<file path="config.mk">
export PLATFORM = sky130hd
export DESIGN_NAME = aag_gate
export DESIGN_NICKNAME = d
export VERILOG_FILES = /design/src/aag_pkg.sv /design/src/aag_gate.sv
export VERILOG_INCLUDE_DIRS = /design/src
export SDC_FILE = /design/constraint.sdc
export NUM_CORES = 1
export LEC_CHECK = 0
export BUFFER_PORTS_ARGS = -buffer_cell sky130_fd_sc_hd__clkbuf_2
export CAP_MARGIN = 25
export CELL_PAD_IN_SITES_DETAIL_PLACEMENT = 1
export CELL_PAD_IN_SITES_GLOBAL_PLACEMENT = 2
export CORE_AREA = 5 5 118 120
export DETAILED_ROUTE_END_ITERATION = 12
export DIE_AREA = 0 0 123 125
export PLACE_DENSITY = 0.79
export SLEW_MARGIN = 20
export SYNTH_ARGS = -nofsm -noshare
export SYNTH_HDL_FRONTEND = slang
export SYNTH_SLANG_ARGS = --single-unit
</file>
<file path="constraint.sdc">
create_clock -name clk -period 5.45 [get_ports clk]
set_input_delay 0.8175 -clock clk [delete_from_list [all_inputs] [get_ports clk]]
set_output_delay 0.8175 -clock clk [all_outputs]
set_load 0.02 [all_outputs]
</file>
<file path="src/aag_map.svh">
`ifndef AAG_MAP_SVH
`define AAG_MAP_SVH
// Register byte offsets.
`define AAG_CTRL_OFS      32'h0000_0000
`define AAG_CMD_OFS       32'h0000_0004
`define AAG_COUNT_OFS     32'h0000_0008
`define AAG_STATUS_OFS    32'h0000_000c
// Control register fields.
`define AAG_CTRL_EN_BIT   0
`define AAG_CTRL_SRC_BIT  1
`define AAG_CTRL_POL_BIT  2
`define AAG_CTRL_SEL_BIT  3
`define AAG_CTRL_CONT_BIT 4
`define AAG_CTRL_RST      5'h10
// Command register fields, write one to act.
`define AAG_CMD_START_BIT 0
`define AAG_CMD_STOP_BIT  1
`define AAG_CMD_SWTRG_BIT 2
// Frame count register.
`define AAG_COUNT_RST     8'h01
// Status register fields.
`define AAG_ST_RUN_BIT    0
`define AAG_ST_ARMED_BIT  1
`define AAG_ST_CNT_LSB    8
// Bus responses.
`define AAG_RESP_OKAY     2'h0
`define AAG_RESP_SLVERR   2'h2
`endif

</file>
<file path="src/aag_pkg.sv">
package aag_pkg;
   typedef enum logic [1:0] {
      AAG_IDLE,
      AAG_WAIT_ARM,
      AAG_WAIT_FRAME
   } aag_state_t;
   typedef logic [31:0] aag_word_t;
endpackage

</file>
<file path="src/aag_gate.sv">
`include "aag_map.svh"

module aag_gate #(
   parameter int CNT_W = 8
) (
   input  wire logic                 clk,                // System clock, 20 MHz.
   input  wire logic                 nrst,               // Asynchronous reset, active low.
   input  wire logic                 external_arm_input, // Hardware arming line.
   input  wire logic                 frame_trig_in,      // Frame start trigger pulse.
   output logic                      frame_trig_out,     // Accepted frame start pulse.
   output logic                      armed,              // Frame starts are accepted.
   input  wire logic [31:0]          s_axi_awaddr,       // Write address.
   input  wire logic                 s_axi_awvalid,      // Write address valid.
   output logic                      s_axi_awready,      // Write address ready.
   input  wire logic [31:0]          s_axi_wdata,        // Write data.
   input  wire logic [3:0]           s_axi_wstrb,        // Write byte strobes.
   input  wire logic                 s_axi_wvalid,       // Write data valid.
   output logic                      s_axi_wready,       // Write data ready.
   output logic [1:0]                s_axi_bresp,        // Write response.
   output logic                      s_axi_bvalid,       // Write response valid.
   input  wire logic                 s_axi_bready,       // Write response ready.
   input  wire logic [31:0]          s_axi_araddr,       // Read address.
   input  wire logic                 s_axi_arvalid,      // Read address valid.
   output logic                      s_axi_arready,      // Read address ready.
   output aag_pkg::aag_word_t        s_axi_rdata,        // Read data.
   output logic [1:0]                s_axi_rresp,        // Read response.
   output logic                      s_axi_rvalid,       // Read data valid.
   input  wire logic                 s_axi_rready        // Read data ready.
);
   import aag_pkg::*;

   initial begin
      if (CNT_W != 8) begin
         $error("CNT_W must be 8 to hold counts up to 255.");
      end
   end

   // ==========================================================
   // Register bus slave
   logic                 aw_hold_q;
   logic [31:0]          aw_addr_q;
   logic                 w_hold_q;
   logic [31:0]          w_data_q;
   logic [3:0]           w_strb_q;
   logic                 wr_go;
   logic                 wr_ctrl;
   logic                 wr_cmd;
   logic                 wr_count;
   logic                 wr_hit;
   logic [4:0]           ctrl_q;
   logic [CNT_W-1:0]     count_q;
   logic                 run_q;
   logic [CNT_W-1:0]     seen_q;
   aag_state_t           state_q;

   assign s_axi_awready = !aw_hold_q && !s_axi_bvalid;
   assign s_axi_wready  = !w_hold_q && !s_axi_bvalid;
   assign wr_go         = aw_hold_q && w_hold_q && !s_axi_bvalid;
   assign wr_ctrl       = wr_go && (aw_addr_q[7:2] == 6'(`AAG_CTRL_OFS >> 2));
   assign wr_cmd        = wr_go && (aw_addr_q[7:2] == 6'(`AAG_CMD_OFS >> 2));
   assign wr_count      = wr_go && (aw_addr_q[7:2] == 6'(`AAG_COUNT_OFS >> 2));
   assign wr_hit        = (aw_addr_q[31:8] == 24'h00_0000)
                          && (aw_addr_q[7:2] <= 6'(`AAG_STATUS_OFS >> 2));

   always_ff @(posedge clk or negedge nrst) begin
      if (!nrst) begin
         aw_hold_q <= 1'b0;
         aw_addr_q <= 32'h0000_0000;
      end else if (s_axi_awvalid && s_axi_awready) begin
         aw_hold_q <= 1'b1;
         aw_addr_q <= s_axi_awaddr;
      end else if (wr_go) begin
         aw_hold_q <= 1'b0;
      end
   end

   always_ff @(posedge clk or negedge nrst) begin
      if (!nrst) begin
         w_hold_q <= 1'b0;
         w_data_q <= 32'h0000_0000;
         w_strb_q <= 4'h0;
      end else if (s_axi_wvalid && s_axi_wready) begin
         w_hold_q <= 1'b1;
         w_data_q <= s_axi_wdata;
         w_strb_q <= s_axi_wstrb;
      end else if (wr_go) begin
         w_hold_q <= 1'b0;
      end
   end

   always_ff @(posedge clk or negedge nrst) begin
      if (!nrst) begin
         s_axi_bvalid <= 1'b0;
         s_axi_bresp  <= `AAG_RESP_OKAY;
      end else if (wr_go) begin
         s_axi_bvalid <= 1'b1;
         s_axi_bresp  <= wr_hit ? `AAG_RESP_OKAY : `AAG_RESP_SLVERR;
      end else if (s_axi_bready) begin
         s_axi_bvalid <= 1'b0;
      end
   end

   // Status is read live, so the read takes one cycle after the address.
   assign s_axi_arready = !s_axi_rvalid;

   always_ff @(posedge clk or negedge nrst) begin
      if (!nrst) begin
         s_axi_rvalid <= 1'b0;
         s_axi_rdata  <= 32'h0000_0000;
         s_axi_rresp  <= `AAG_RESP_OKAY;
      end else if (s_axi_arvalid && s_axi_arready) begin
         s_axi_rvalid <= 1'b1;
         s_axi_rresp  <= `AAG_RESP_OKAY;
         s_axi_rdata  <= 32'h0000_0000;
         if (s_axi_araddr[31:8] != 24'h00_0000) begin
            s_axi_rresp <= `AAG_RESP_SLVERR;
         end else begin
            unique case (s_axi_araddr[7:2])
               6'(`AAG_CTRL_OFS >> 2): s_axi_rdata <= {27'h0, ctrl_q};
               6'(`AAG_CMD_OFS >> 2): s_axi_rdata <= 32'h0000_0000;
               6'(`AAG_COUNT_OFS >> 2): s_axi_rdata <= {24'h0, count_q};
               6'(`AAG_STATUS_OFS >> 2): begin
                  s_axi_rdata <= {16'h0, seen_q, 6'h0,
                                  armed, run_q};
               end
               default: s_axi_rresp <= `AAG_RESP_SLVERR;
            endcase
         end
      end else if (s_axi_rready) begin
         s_axi_rvalid <= 1'b0;
      end
   end

   // ==========================================================
   // Configuration registers
   always_ff @(posedge clk or negedge nrst) begin
      if (!nrst) begin
         ctrl_q <= `AAG_CTRL_RST;
      end else if (wr_ctrl && w_strb_q[0]) begin
         ctrl_q <= w_data_q[4:0];
      end
   end

   always_ff @(posedge clk or negedge nrst) begin
      if (!nrst) begin
         count_q <= `AAG_COUNT_RST;
      end else if (wr_count && w_strb_q[0]) begin
         count_q <= w_data_q[CNT_W-1:0];
      end
   end

   logic gate_en;
   logic src_hw;
   logic pol_fall;
   logic sel_arm;
   logic cmd_start;
   logic cmd_stop;
   logic cmd_swtrg;

   assign gate_en   = ctrl_q[`AAG_CTRL_EN_BIT];
   assign src_hw    = ctrl_q[`AAG_CTRL_SRC_BIT];
   assign pol_fall  = ctrl_q[`AAG_CTRL_POL_BIT];
   assign sel_arm   = ctrl_q[`AAG_CTRL_SEL_BIT];
   assign cmd_start = wr_cmd && w_strb_q[0] && w_data_q[`AAG_CMD_START_BIT];
   assign cmd_stop  = wr_cmd && w_strb_q[0] && w_data_q[`AAG_CMD_STOP_BIT];
   assign cmd_swtrg = wr_cmd && w_strb_q[0] && w_data_q[`AAG_CMD_SWTRG_BIT];

   // ==========================================================
   // External arming input
   logic [2:0] ext_sync_q;
   logic       hw_edge;

   always_ff @(posedge clk or negedge nrst) begin
      if (!nrst) begin
         ext_sync_q <= 3'h0;
      end else begin
         ext_sync_q <= {ext_sync_q[1:0], external_arm_input};
      end
   end

   // Edge taken between the second and third stages only.
   assign hw_edge = pol_fall ? (ext_sync_q[2] && !ext_sync_q[1])
                             : (!ext_sync_q[2] && ext_sync_q[1]);

   logic arm_pulse;
   // A software trigger aimed at another target is not an arming event.
   assign arm_pulse = src_hw ? hw_edge
                             : (cmd_swtrg && sel_arm);

   // ==========================================================
   // Gate state machine
   logic frame_ok;
   assign frame_ok = (state_q == AAG_WAIT_FRAME);
   // Disabled gating passes every frame start while running.
   assign armed = run_q && (!gate_en || frame_ok);
   assign frame_trig_out = frame_trig_in && armed;

   always_ff @(posedge clk or negedge nrst) begin
      if (!nrst) begin
         run_q <= 1'b0;
      end else if (cmd_stop) begin
         run_q <= 1'b0;
      end else if (cmd_start) begin
         run_q <= 1'b1;
      end
   end

   always_ff @(posedge clk or negedge nrst) begin
      if (!nrst) begin
         state_q <= AAG_IDLE;
         seen_q  <= '0;
      end else if (cmd_stop || !gate_en) begin
         state_q <= AAG_IDLE;
         seen_q  <= '0;
      end else begin
         unique case (state_q)
            AAG_IDLE: begin
               if (cmd_start || run_q) begin
                  state_q <= AAG_WAIT_ARM;
               end
            end
            AAG_WAIT_ARM: begin
               seen_q <= '0;
               if (arm_pulse) begin
                  state_q <= AAG_WAIT_FRAME;
               end
            end
            AAG_WAIT_FRAME: begin
               if (frame_trig_in) begin
                  if (seen_q + 8'h01 >= count_q) begin
                     state_q <= AAG_WAIT_ARM;
                     seen_q  <= '0;
                  end else begin
                     seen_q <= seen_q + 8'h01;
                  end
               end
            end
         endcase
      end
   end

   // ==========================================================
   // Checks
   a_drop_unarmed: assert property (@(posedge clk) disable iff (!nrst)
      (gate_en && state_q == AAG_WAIT_ARM) |-> !frame_trig_out)
      else $error("Frame start passed while waiting for arm.");
   a_arm_moves: assert property (@(posedge clk) disable iff (!nrst)
      (gate_en && !cmd_stop && state_q == AAG_WAIT_ARM && arm_pulse)
      |=> state_q == AAG_WAIT_FRAME)
      else $error("Arming pulse did not arm.");
   a_disarm_count: assert property (@(posedge clk) disable iff (!nrst)
      (gate_en && !cmd_stop && frame_ok && frame_trig_in && seen_q + 8'h01 >= count_q)
      |=> state_q == AAG_WAIT_ARM)
      else $error("Gate did not disarm at frame count.");
   a_sw_arm: assert property (@(posedge clk) disable iff (!nrst)
      (!src_hw && cmd_swtrg && !sel_arm) |-> !arm_pulse)
      else $error("Software trigger armed with wrong target.");
   a_hw_rise: assert property (@(posedge clk) disable iff (!nrst)
      (src_hw && !pol_fall && $rose(ext_sync_q[2])) |-> $past(arm_pulse))
      else $error("Rising edge missed.");
   a_hw_only: assert property (@(posedge clk) disable iff (!nrst)
      (src_hw && arm_pulse) |-> (ext_sync_q[2] != ext_sync_q[1]))
      else $error("Arm pulse without line edge.");
   a_no_gate: assert property (@(posedge clk) disable iff (!nrst)
      (!gate_en && run_q && frame_trig_in) |-> frame_trig_out)
      else $error("Ungated frame start dropped.");
   a_wait_after_start: assert property (@(posedge clk) disable iff (!nrst)
      (gate_en && state_q == AAG_IDLE && cmd_start && !cmd_stop)
      |=> (state_q == AAG_WAIT_ARM && !armed))
      else $error("Start did not enter arm wait.");
   a_one_pulse: assert property (@(posedge clk) disable iff (!nrst)
      (src_hw && arm_pulse) |=> !arm_pulse)
      else $error("Edge pulse longer than one cycle.");
endmodule

</file>
==> results_dict.tcl <==
set metrics [dict create \
    fp.coreArea_mm2 0.0129 \
    routed_via_density 4.72 \
    cp-start-kind "flop" \
    cp.arrival_ns 3.07 \
    final_cell_mix "101 x clkbuf_2, 86 x dfrtp_1, 49 x mux2_2" \
    grt_pass1_vias 3215 \
    cts_buffers 9 \
    cts.sinks 88 \
    crit_required_ns 5.67 \
    drive_gt1_frac 0.412 \
    die_h_um 125 \
    cts_setup_buffers 0 \
    drtAntennaViolNets 0 \
    post-route-period-util 0.522 \
    max-cap-violations 0 \
    synthCells 339 \
    synthFlopType "dfrtp_1" \
    drtIter0Drc 66 \
    synth_edf_count 0 \
    use_met1 0.158 \
    vias 2951 \
    drt-pass1-iter-count 4 \
    max_freq_ghz 0.352 \
    p_seq_frac 0.471 \
    start_util 0.317 \
    synth-adder-area-share 0.0276 \
    synth_compound_area_frac 0.105 \
    use_met2 0.213 \
    fin_tns_setup_ns 0 \
    synthesis.area_mm2 0.00408 \
    use_met3 0.0537 \
    tightest_slew_ns 0.882 \
    grt_pass1_wl_um 15800 \
    seq_area_frac_synth 0.540 \
    relSlewSlack 0.410 \
    fin_nets 562 \
    gp_congestion 0.755 \
    skew_ns 0.00570 \
    final_common_cell "clkbuf_2" \
    status "finished clean" \
    synth.distinct_cells 47 \
    worst-path-max-fanout 7 \
    die_x_um 123 \
    grt_remaining_overflow 0 \
    holdBufCountCts 0 \
    synth.ff_latch_count 88 \
    setup_viol 0 \
    ir_worst_vdd_mv 0.242 \
    cts_max_level 3 \
    busiest_layer "met2" \
    synth_top_family_by_area "multiplexers" \
    clkSlewWorstSetupHoldPaths_ns 0.06 \
    hold_path.class "reg2reg" \
    cts_resized 0 \
    fill_cells 1458 \
    antenna_cells 0 \
    dieArea_mm2 0.0154 \
    rows 42 \
    drt-wirelength-per-cell_um 15.7 \
    synth_simple_gate_area_frac 0.124 \
    clockPowerShare 0.291 \
    rsz0062_at_grt "false" \
    fin_ws_ns 2.61 \
    dpl_worst_slack_ns 2.66 \
    root_buffer "clkbuf_16" \
    route.detailed.drc 0 \
    syn_to_final_growth_pct 23.1 \
    p_int_uw 1500 \
    combinationalPowerShare 0.238 \
    synthMuxAreaShare 0.135 \
    cts_tree "built" \
    ys_warn_count 0 \
    critPathKind "reg2reg" \
    synth_xor_area_frac 0.00859 \
    hpwlAfterDp_um 7760 \
    finalWirelength_um 9810 \
    grt_max_degree 52 \
    netSwitchingPower_uw 622 \
    io_pins 152 \
    async_reset_ff_frac 1.00 \
    finalHoldViolations 0 \
    antenna_found_initial 0 \
    clockBufferDepth 2 \
    worstSetupEndpointType "flop" \
    maxSlewViolCount 0 \
    grt.total_usage 0.130 \
    p_leak_uw 0.00242 \
    avgSynthCellArea_um2 12.0 \
    cellPowerDensity_mw_per_mm2 423 \
    p_sw_frac 0.293 \
    fin_crit_ns 2.84 \
    io_buffers 102 \
    clk_latency_ns 0.33 \
]
==> logic make-up (layout without fill, tap and decap cells) <==
group | Yosys count | in the layout
AO/OA/AOI/OAI | 58 | 58
XOR/XNOR | 4 | 4
adder cells (fa/ha/maj) | 9 | 9
buffers and inverters | 41 | 134
flip-flops | 88 | 88
multiplexers | 49 | 49
other | 1 | 18
AND/OR/NAND/NOR | 89 | 89
==> power by group through the flow <==
stage	registers (uW)	logic, uW	clock network, uW
global placement	1000	493	0
floorplan	973	384	0
finish	998	506	617
CTS	1000	518	638
global route	1030	561	667
detailed placement	1020	516	0
==> critical path, stage by stage (launching register included) <==
cell and delay [ns]:
dfrtp_1 0.47, and3_1 0.19, nand3_1 0.13, nor2_1 0.18
xor2_1 0.11, ha_1 0.33, nand4_1 0.11, o31ai_1 0.70
o21ai_0 0.22, a31o_2 0.29
==> cells in the mapped netlist, drive strengths merged, types with 2 or more instances <==
cell     n  share of area
nor4    14          0.028
o21ai   18          0.022
mux2    49           0.14
clkbuf   4         0.0037
nor3b    3         0.0067
a211oi   2         0.0037
ha       9          0.028
dfrtp   86           0.53
or2      2         0.0031
and4b    2         0.0049
nand4    5         0.0077
a31oi    3         0.0061
and3b    2         0.0043
xnor2    2         0.0043
xor2     2         0.0043
o211a    2         0.0049
a32o     3         0.0074
nor2    12          0.011
dfstp    2          0.013
inv     14          0.013
a21oi    3         0.0037
a22oi    2         0.0037
and2     3         0.0046
nand2   27          0.025
nand2b   6         0.0092
nand3    7         0.0086
a22o    15          0.034
a21o     5         0.0092
and3     2         0.0031
buf     23          0.041
==> layout make-up <==
cell class              count  area (um2)  area share
clock inverters             3        40.0     0.00798
clock buffers              13         260      0.0518
repair buffers            104         541       0.108
inverters                  14        52.6      0.0105
well taps                 176         220      0.0439
multi-input cells         227        1700       0.339
flip-flops and latches     88        2200       0.439
==> through the flow <==
step / std cells / utilization / area [um2] / hold slack [ns] / power [uW]
after floorplan: 356 / - / 4140 / 0.331 / 1360
after global placement: 608 / 0.365 / 4700 / 0.341 / 1490
after detailed placement: 609 / 0.367 / 4720 / 0.339 / 1530
after CTS: 625 / 0.390 / 5020 / 0.357 / 2160
after global routing: 625 / 0.390 / 5020 / 0.374 / 2260
final: 625 / 0.390 / 5020 / 0.355 / 2120
==> per-layer routing <==
| layer | vias up | wire, um |
|---|---|---|
| met5 | - | 0 |
| met4 | 0 | 85 |
| met3 | 10 | 1000 |
| met2 | 107 | 4710 |
| met1 | 1440 | 4010 |
| li1 | 1394 | - |
==> worst paths after layout <==
path / slack (ns) / start / end / cells past startpoint
max in group asynchronous: 4.24 / nrst / count_q[0] / 2
hold reg to reg: 0.36 / ext_sync_q[0] / ext_sync_q[1] / 0
setup / recovery: 2.61 / seen_q[0] / state_q[1] / 9
min in group asynchronous: 0.52 / nrst / s_axi_rvalid / 1
hold / removal: 0.36 / ext_sync_q[0] / ext_sync_q[1] / 0
setup reg to reg: 2.61 / seen_q[0] / state_q[1] / 9
==> flip-flops by register name, indices dropped and copies added, names as in the netlist, 2 cells and up <==
| name | flops |
|---|---|
| w_data_q | 8 |
| ctrl_q | 5 |
| ext_sync_q | 3 |
| count_q | 8 |
| seen_q | 8 |
| aw_addr_q | 30 |
| state_q | 2 |
| s_axi_rdata | 16 |
No activity file was read; power rests on OpenSTA's default activity.
